### src/inc/sois_defs.vh
// constants for the safe output image and status block
// assumes a 100 MHz system clock and 32-bit AHB-Lite word registers
`ifndef SOIS_DEFS_VH
`define SOIS_DEFS_VH

// register byte offsets
`define SOIS_ADDR_CTRL 8'h00
`define SOIS_ADDR_STDCMD 8'h04
`define SOIS_ADDR_WDOG 8'h08
`define SOIS_ADDR_PULSE 8'h0C
`define SOIS_ADDR_STATUS 8'h10

// control fields: standard-output AND, fault link, test pulse enables
`define SOIS_CTRL_STDEN_LSB 0
`define SOIS_CTRL_LINKEN_LSB 8
`define SOIS_CTRL_PULSEEN_LSB 16
`define SOIS_STDEN_RST 8'h00
`define SOIS_LINKEN_RST 8'hFF
`define SOIS_PULSEEN_RST 8'hFF

// status fields
`define SOIS_STAT_FAULT_LSB 0
`define SOIS_STAT_COMM_BIT 8
`define SOIS_STAT_STATE_LSB 12
`define SOIS_STAT_OUT_LSB 16

// reset values of the other writable registers
`define SOIS_STDCMD_RST 8'h00
`define SOIS_WDOG_MS_RST 16'h0064
`define SOIS_MULT_RST 8'h01

// fieldbus state codes on busState
`define SOIS_ST_INIT 2'h0
`define SOIS_ST_PREOP 2'h1
`define SOIS_ST_SAFEOP 2'h2
`define SOIS_ST_OP 2'h3

// timing, times in their own units
`define SOIS_CLK_NS 10
`define SOIS_MS_NS 1000000
`define SOIS_PULSE_UNIT_NS 400000
`define SOIS_PULSE_PERIOD_MS 1000
`define SOIS_ACT_HALF_MS 50
`define SOIS_FAST_HALF_MS 200
`define SOIS_SLOW_HALF_MS 1000

`endif

### src/hdl/sois_image_status.v
// safe process image mapping, output gating, watchdog and fieldbus LEDs
// assumes a framing block on clk delivering checked safe bytes, AHB-Lite
//
// Our own choices: register access over AHB-Lite and the register offsets.
`include "sois_defs.vh"

module sois_image_status #(
  parameter MS_CYCLES = `SOIS_MS_NS / `SOIS_CLK_NS,
  parameter PULSE_UNIT_CYCLES = `SOIS_PULSE_UNIT_NS / `SOIS_CLK_NS,
  parameter PULSE_PERIOD_MS = `SOIS_PULSE_PERIOD_MS
) (
  // clock, reset, enable
  input wire clk,
  input wire rst_n,
  input wire ce,
  // AHB-Lite slave
  input wire hsel,
  input wire [31:0] haddr,
  input wire [1:0] htrans,
  input wire hwrite,
  input wire [2:0] hsize,
  input wire [31:0] hwdata,
  input wire hready,
  output wire hreadyout,
  output wire hresp,
  output reg [31:0] hrdata,
  // safe telegram data from and to the framing block
  input wire rxValid,
  input wire [15:0] rxData,
  output reg [7:0] txData,
  // field side
  input wire [7:0] chanFaultPin,
  output reg [7:0] chanOut,
  output reg commFault,
  // fieldbus status
  input wire linkUpPin,
  input wire actUpPin,
  input wire linkDnPin,
  input wire actDnPin,
  input wire [1:0] busState,
  output reg ledLinkUp,
  output reg ledLinkDn,
  output reg ledRun
);

  localparam NCH = 8;

  // even bits of the safe output bytes are switch commands, odd bits acknowledges
  function [NCH-1:0] pickBits;
    input [2*NCH-1:0] d;
    input odd;
    integer k;
    begin
      for (k = 0; k < NCH; k = k + 1)
        pickBits[k] = d[2*k+odd];
    end
  endfunction

  // registers
  reg [7:0] stdEn_q, linkEn_q, pulseEn_q, stdCmd_q, mult_q;
  reg [15:0] wdTime_q;
  // bus data phase
  reg wrPend_q;
  reg [7:0] wrAddr_q;
  // pin synchronisers
  reg [11:0] meta_q, sync_q;
  // image state
  reg [15:0] image_q;
  reg [7:0] ackPrev_q, fault_q;
  wire [7:0] fault_d;
  // timers
  reg [31:0] msCnt_q, unitCnt_q;
  reg msTick_q;
  reg [15:0] wdCnt_q, perCnt_q;
  reg [7:0] unitsLeft_q;
  wire [2:0] blink;

  wire [7:0] faultS = sync_q[11:4];
  wire linkUpS = sync_q[3];
  wire actUpS = sync_q[2];
  wire linkDnS = sync_q[1];
  wire actDnS = sync_q[0];
  wire addrPhase = hsel & htrans[1] & hready;
  wire [7:0] ackNow = pickBits(image_q, 1'b1);
  wire [7:0] ackRise = ackNow & ~ackPrev_q;
  wire anyLinked = |(faultS & linkEn_q);
  wire pulseOn = (unitsLeft_q != 8'h00);

  // zero wait state, always OKAY
  assign hreadyout = 1'b1;
  assign hresp = 1'b0;

  // register writes land in the data phase after the address phase
  always @(posedge clk or negedge rst_n)
  begin
    if (!rst_n)
    begin
      wrPend_q <= 1'b0;
      wrAddr_q <= 8'h00;
      stdEn_q <= `SOIS_STDEN_RST;
      linkEn_q <= `SOIS_LINKEN_RST;
      pulseEn_q <= `SOIS_PULSEEN_RST;
      stdCmd_q <= `SOIS_STDCMD_RST;
      wdTime_q <= `SOIS_WDOG_MS_RST;
      mult_q <= `SOIS_MULT_RST;
    end
    else if (ce)
    begin
      wrPend_q <= addrPhase & hwrite;
      wrAddr_q <= haddr[7:0];
      if (wrPend_q)
      begin
        case (wrAddr_q)
          `SOIS_ADDR_CTRL:
          begin
            stdEn_q <= hwdata[`SOIS_CTRL_STDEN_LSB +: 8];
            linkEn_q <= hwdata[`SOIS_CTRL_LINKEN_LSB +: 8];
            pulseEn_q <= hwdata[`SOIS_CTRL_PULSEEN_LSB +: 8];
          end
          `SOIS_ADDR_STDCMD: stdCmd_q <= hwdata[7:0];
          `SOIS_ADDR_WDOG: wdTime_q <= hwdata[15:0];
          `SOIS_ADDR_PULSE: mult_q <= hwdata[7:0];
          default: ;
        endcase
      end
    end
  end

  // read data captured in the address phase, so it stands from a flop
  always @(posedge clk or negedge rst_n)
  begin
    if (!rst_n)
      hrdata <= 32'h00000000;
    else if (ce && addrPhase && !hwrite)
    begin
      case (haddr[7:0])
        `SOIS_ADDR_CTRL: hrdata <= {8'h00, pulseEn_q, linkEn_q, stdEn_q};
        `SOIS_ADDR_STDCMD: hrdata <= {24'h000000, stdCmd_q};
        `SOIS_ADDR_WDOG: hrdata <= {16'h0000, wdTime_q};
        `SOIS_ADDR_PULSE: hrdata <= {24'h000000, mult_q};
        `SOIS_ADDR_STATUS:
          hrdata <= {8'h00, chanOut, 2'h0, busState, 3'h0, commFault, fault_q};
        default: hrdata <= 32'h00000000; // unmapped reads zero
      endcase
    end
  end

  // two-flop synchronisers for every pin input
  always @(posedge clk or negedge rst_n)
  begin
    if (!rst_n)
    begin
      meta_q <= 12'h000;
      sync_q <= 12'h000;
    end
    else if (ce)
    begin
      meta_q <= {chanFaultPin, linkUpPin, actUpPin, linkDnPin, actDnPin};
      sync_q <= meta_q;
    end
  end

  // safe output bytes held until the next checked telegram
  // other telegram bytes never arrive here; framing strips them
  always @(posedge clk or negedge rst_n)
  begin
    if (!rst_n)
    begin
      image_q <= 16'h0000;
      ackPrev_q <= 8'h00;
    end
    else if (ce)
    begin
      if (rxValid)
        image_q <= rxData;
      ackPrev_q <= ackNow;
    end
  end

  // fault latch per channel; a present cause beats the acknowledge
  genvar g;
  generate
    for (g = 0; g < NCH; g = g + 1)
    begin : gFault
      wire cause = faultS[g] | (linkEn_q[g] & anyLinked);
      assign fault_d[g] = cause | (fault_q[g] & ~ackRise[g]);
    end
  endgenerate

  always @(posedge clk or negedge rst_n)
  begin
    if (!rst_n)
    begin
      fault_q <= 8'h00;
      txData <= 8'h00;
    end
    else if (ce)
    begin
      fault_q <= fault_d;
      txData <= fault_q;
    end
  end

  // millisecond tick shared by watchdog, pulse period and LED blinks
  always @(posedge clk or negedge rst_n)
  begin
    if (!rst_n)
    begin
      msCnt_q <= 32'h00000000;
      msTick_q <= 1'b0;
    end
    else if (ce)
    begin
      msTick_q <= (msCnt_q == MS_CYCLES - 1);
      if (msCnt_q == MS_CYCLES - 1)
        msCnt_q <= 32'h00000000;
      else
        msCnt_q <= msCnt_q + 32'h00000001;
    end
  end

  // comm watchdog; starts tripped so outputs stay off until a telegram
  // a zero watchdog time disables the timeout
  always @(posedge clk or negedge rst_n)
  begin
    if (!rst_n)
    begin
      wdCnt_q <= 16'h0000;
      commFault <= 1'b1;
    end
    else if (ce)
    begin
      if (rxValid)
      begin
        wdCnt_q <= wdTime_q;
        commFault <= 1'b0;
      end
      else if (msTick_q && wdCnt_q != 16'h0000)
      begin
        wdCnt_q <= wdCnt_q - 16'h0001;
        if (wdCnt_q == 16'h0001)
          commFault <= 1'b1;
      end
    end
  end

  // test pulse: once per period, multiplier units of 400 us each
  always @(posedge clk or negedge rst_n)
  begin
    if (!rst_n)
    begin
      perCnt_q <= 16'h0000;
      unitCnt_q <= 32'h00000000;
      unitsLeft_q <= 8'h00;
    end
    else if (ce)
    begin
      if (msTick_q)
      begin
        if (perCnt_q == PULSE_PERIOD_MS - 1)
          perCnt_q <= 16'h0000;
        else
          perCnt_q <= perCnt_q + 16'h0001;
      end
      if (msTick_q && perCnt_q == PULSE_PERIOD_MS - 1 && !pulseOn)
      begin
        unitsLeft_q <= mult_q;
        unitCnt_q <= 32'h00000000;
      end
      else if (pulseOn)
      begin
        if (unitCnt_q == PULSE_UNIT_CYCLES - 1)
        begin
          unitCnt_q <= 32'h00000000;
          unitsLeft_q <= unitsLeft_q - 8'h01;
        end
        else
          unitCnt_q <= unitCnt_q + 32'h00000001;
      end
    end
  end

  // output gating, two cycles after the telegram (image flop, then output flop), far inside 2 ms
  // the pulse drops the output briefly to prove it can switch off
  always @(posedge clk or negedge rst_n)
  begin
    if (!rst_n)
      chanOut <= 8'h00;
    else if (ce)
      chanOut <= pickBits(image_q, 1'b0)
        & (~stdEn_q | stdCmd_q)
        & ~fault_q
        & {NCH{~commFault}}
        & ~(pulseEn_q & {NCH{pulseOn}});
  end

  // blink generators toggling every half period in ms: activity, fast run, slow run
  generate
    for (g = 0; g < 3; g = g + 1)
    begin : gBlink
      localparam integer HALF = (g == 0) ? `SOIS_ACT_HALF_MS
        : (g == 1) ? `SOIS_FAST_HALF_MS : `SOIS_SLOW_HALF_MS;
      reg [15:0] cnt_q;
      reg blink_q;
      assign blink[g] = blink_q;
      always @(posedge clk or negedge rst_n)
      begin
        if (!rst_n)
        begin
          cnt_q <= 16'h0000;
          blink_q <= 1'b0;
        end
        else if (ce && msTick_q)
        begin
          if (cnt_q == HALF - 1)
          begin
            cnt_q <= 16'h0000;
            blink_q <= ~blink_q;
          end
          else
            cnt_q <= cnt_q + 16'h0001;
        end
      end
    end
  endgenerate

  // LEDs; activity only shows while the link is up
  always @(posedge clk or negedge rst_n)
  begin
    if (!rst_n)
    begin
      ledLinkUp <= 1'b0;
      ledLinkDn <= 1'b0;
      ledRun <= 1'b0;
    end
    else if (ce)
    begin
      ledLinkUp <= linkUpS & (~actUpS | blink[0]);
      ledLinkDn <= linkDnS & (~actDnS | blink[0]);
      case (busState)
        `SOIS_ST_INIT: ledRun <= 1'b0;
        `SOIS_ST_PREOP: ledRun <= blink[1];
        `SOIS_ST_SAFEOP: ledRun <= blink[2];
        `SOIS_ST_OP: ledRun <= 1'b1;
        default: ledRun <= 1'b0;
      endcase
    end
  end

endmodule

### config.mk
export PLATFORM = sky130hd
export DESIGN_NAME = sois_image_status
export DESIGN_NICKNAME = d
export VERILOG_FILES = /design/src/hdl/sois_image_status.v
export VERILOG_INCLUDE_DIRS = /design/src /design/src/inc
export SDC_FILE = /design/constraint.sdc
export NUM_CORES = 1
export LEC_CHECK = 0
export ABC_AREA = 1
export BUFFER_PORTS_ARGS = -buffer_cell sky130_fd_sc_hd__buf_4
export CAP_MARGIN = 5
export CORE_MARGIN = 4
export CORE_UTILIZATION = 25
export DETAILED_ROUTE_END_ITERATION = 8
export GPL_ROUTABILITY_DRIVEN = 0
export MAX_ROUTING_LAYER = met4
export PLACE_DENSITY_LB_ADDON = 0.12
export SETUP_SLACK_MARGIN = 0.2
export SYNTH_ARGS = -nofsm -noshare
export SYNTH_HDL_FRONTEND = slang
export SYNTH_SLANG_ARGS = --single-unit
### constraint.sdc
create_clock -name clk -period 1.84 [get_ports clk]
set_input_delay 0.184 -clock clk [delete_from_list [all_inputs] [get_ports clk]]
set_output_delay 0.184 -clock clk [all_outputs]
set_load 0.02 [all_outputs]
==> flow_metrics.tcl <==
set metrics [dict create \
    ys_warn_count 0 \
    synth_most_common_cell "nand2_1" \
    required_ns 2.29 \
    gr-total-overflow 0 \
    path_max_fanout 7 \
    drt.antenna.violating_nets 0 \
    rsz0062_at_grt "yes" \
    ff_latch_area_mm2 0.00808 \
    hp-class "input port to flip-flop" \
    max_freq_mhz 607 \
    cap_violations 0 \
    htreeDepth 2 \
    dp_cells 3312 \
    violations "hold timing" \
    hold_slack_ns -0.00457 \
    vias 15966 \
    diodes 0 \
    synth_edf_count 0 \
    power.total_uw 21000 \
    drt_iter0_drc 833 \
    synth-simple-area-share_pct 33.4 \
    hold_viol 1 \
    grt_start_max_net_pins 86 \
    worstMarginPinSlew_ns 0.618 \
    dieArea_mm2 0.0732 \
    wl_per_cell_um 16.4 \
    ys_async_sr_fraction_pct 100 \
    synth_top_area_cell "dfrtp_1" \
    ys_types 55 \
    ioPinCount 160 \
    fin_ws_ns 0.193 \
    dpl_cell_area_mm2 0.0197 \
    cts-root-buf "clkbuf_16" \
    seq_area_frac_synth_pct 46.8 \
    first_pass_iters 5 \
    drv_slew 0 \
    drive_gt1_share_pct 21.5 \
    fp.dieH_um 271 \
    power.density_mw_per_mm2 907 \
    synth_seq_cells 321 \
    cts_made_buffers 41 \
    crit_path_end_kind "flip-flop" \
    finalSetupTns_ns 0 \
    grt_util_all_layers_pct 15.6 \
    ctsLongestPathBuffers 3 \
    start_util_pct 25.4 \
    synth_compound_area_share_pct 7.68 \
    final_cells 3513 \
    netlist.area_leader.share_pct 43.6 \
    fp.coreArea_mm2 0.0678 \
    worst-setup-path-type "flip-flop to flip-flop" \
    setup_viol 0 \
    fin_skew_ns 0.0160 \
    avgSynthCellArea_um2 7.49 \
    clk_pin_slew_ns 0.06 \
    crit_path_start_kind "flip-flop" \
    synth.area.top_cells "dfrtp_1 44%, nand2_1 15%, nor2_1 5.8%" \
    synthMuxAreaShare_pct 0 \
    synth_top_family_by_area "simple AND/OR/NAND/NOR gates" \
    multi_input_area_mm2 0.00846 \
    synth_xor_xnor_area_share_pct 2.90 \
    rows 95 \
    post-place-ws_ns -0.0174 \
    fp.dieW_um 271 \
    synthCells 2300 \
    cts_tree "built" \
    status "finished with violations" \
    fin_crit_ns 1.65 \
    cts_sinks 321 \
    dp_hpwl_mm 41.6 \
    fin_area_mm2 0.0232 \
    clk_latency_ns 0.56 \
    grt_pass1_vias 15596 \
    timing.final.crit_share_pct 89.5 \
    nNetsFinal 2724 \
    synth_ff_type "dfrtp_1" \
    numPortBuffers 113 \
    synthAdderAreaFrac_pct 0.799 \
    slew_headroom_pct 58.8 \
    arrival_ns 2.10 \
    antenna_found_initial 0 \
    drc 0 \
    synth.cell_area_mm2 0.0172 \
    post_drt_via_cell_ratio 4.54 \
    area_growth_pct 34.6 \
    p_leak_uw 0.0112 \
    fill_cells 7152 \
    peakVddDrop_uv 661 \
    grt_pass1_wl_mm 88.8 \
    yosys-top-cells-count "695 x nand2_1, 300 x dfrtp_1, 267 x nor2_1, 263 x inv_1, 171 x nand3_1" \
    routed_wl_mm 57.6 \
]
[stage by stage]
stage	util [%]	hold slack, ns
final	34.2	-0.00457
after global routing	34.2	0.0152
after CTS	32.5	0.00127
after detailed placement	29.0	0.0709
after global placement	29.0	0.0718
after floorplan	-	-0.112
[worst max-delay path: stages, from the launching register on]
cell	delay, ns
dfrtp_1	0.38
inv_2	0.09
ha_4	0.14
nand3_4	0.12
o21ai_4	0.19
buf_12	0.14
nand2_8	0.12
clkbuf_16	0.19
a21oi_1	0.11
nor2_1	0.06
[routing by layer]
layer	track usage, %	part of all wire (%)	vias up
met5	-	0	-
met4	3.87	2.3	0
met3	2.44	3.9	80
met2	24.9	46	295
met1	20.8	47	7634
li1	-	-	7957
[cell families (layout without fill, tap and decap cells)]
family / after synthesis / after routing
and+or+nand+nor: 1321 / 1323
DFF: 321 / 321
adders and majority gates: 11 / 11
xor gates and xnor gates: 57 / 57
AOI/OAI and AO/OA: 241 / 241
buffers and inverters: 347 / 677
other: 2 / 10
[state kept, by name, indices dropped and copies added (netlist names), 12 cells and up]
name          cells
gBlink.cnt_q     48
hrdata           24
image_q          16
meta_q           12
msCnt_q          32
perCnt_q         16
sync_q           12
unitCnt_q        32
wdCnt_q          16
wdTime_q         16
[final timing paths]
| path | slack (ns) | depth (start not counted) | to | start |
|---|---|---|---|---|
| worst max-delay path | 0.19 | 9 | unitCnt_q[3] | unitsLeft_q[0] |
| worst min-delay path | -0.005 | 2 | wrAddr_q[0] | ce |
| worst max register to register | 0.19 | 9 | unitCnt_q[3] | unitsLeft_q[0] |
| worst min register to register | 0.47 | 2 | meta_q[5] | meta_q[5] |
| max in group asynchronous | 0.97 | 3 | pulseEn_q[3] | rst_n |
| min in group asynchronous | 0.09 | 2 | gBlink[1].cnt_q[12] | rst_n |
[cell type report]
| cell class | count | share of cell area (%) |
|---|---|---|
| clock buffers | 59 | 5.37 |
| clock inverters | 17 | 0.966 |
| inverters | 274 | 4.58 |
| multi-input cells | 1642 | 36.5 |
| flip-flops and latches | 321 | 34.8 |
| well taps | 873 | 4.71 |
| repair buffers | 325 | 13.0 |
| repair inverters | 2 | 0.0755 |
[power breakdown]
group	internal (uW)	switching, uW	total (uW)
clock network	5410	3250	8670
registers	7840	818	8660
logic	1560	2170	3730
[what timing repair did]
item | 4_1_cts | 5_1_grt
endpoints found under the setup margin | 79 | 168
hold buffers | 64 | 1
cloned | 1 | 10
resized for setup | 33 | 184
buffers inserted | 10 | 41
hold endpoints to repair | 378 | 1
pin swaps | 8 | 62
[placed cells by master, fill, tap and decap left out, types with 11 or more instances in the layout]
| master | count |
|---|---|
| nor2_2 | 36 |
| o21ai_0 | 127 |
| dfrtp_2 | 14 |
| buf_4 | 224 |
| dlygate4sd3_1 | 63 |
| clkbuf_16 | 48 |
| dfstp_2 | 21 |
| nand2_4 | 13 |
| nand2_2 | 25 |
| clkbuf_8 | 11 |
| nand3_1 | 152 |
| buf_12 | 21 |
| nand2_1 | 670 |
| xor2_1 | 47 |
| inv_1 | 250 |
| nand3_2 | 18 |
| nor3_2 | 16 |
| inv_2 | 17 |
| o21ai_1 | 20 |
| nor2_1 | 234 |
| o22ai_1 | 22 |
| nor3_1 | 44 |
| nor2_4 | 17 |
| a21oi_1 | 36 |
| dfrtp_1 | 286 |
| nand4_1 | 52 |
Note: power is estimated with default switching activity, not from simulation.
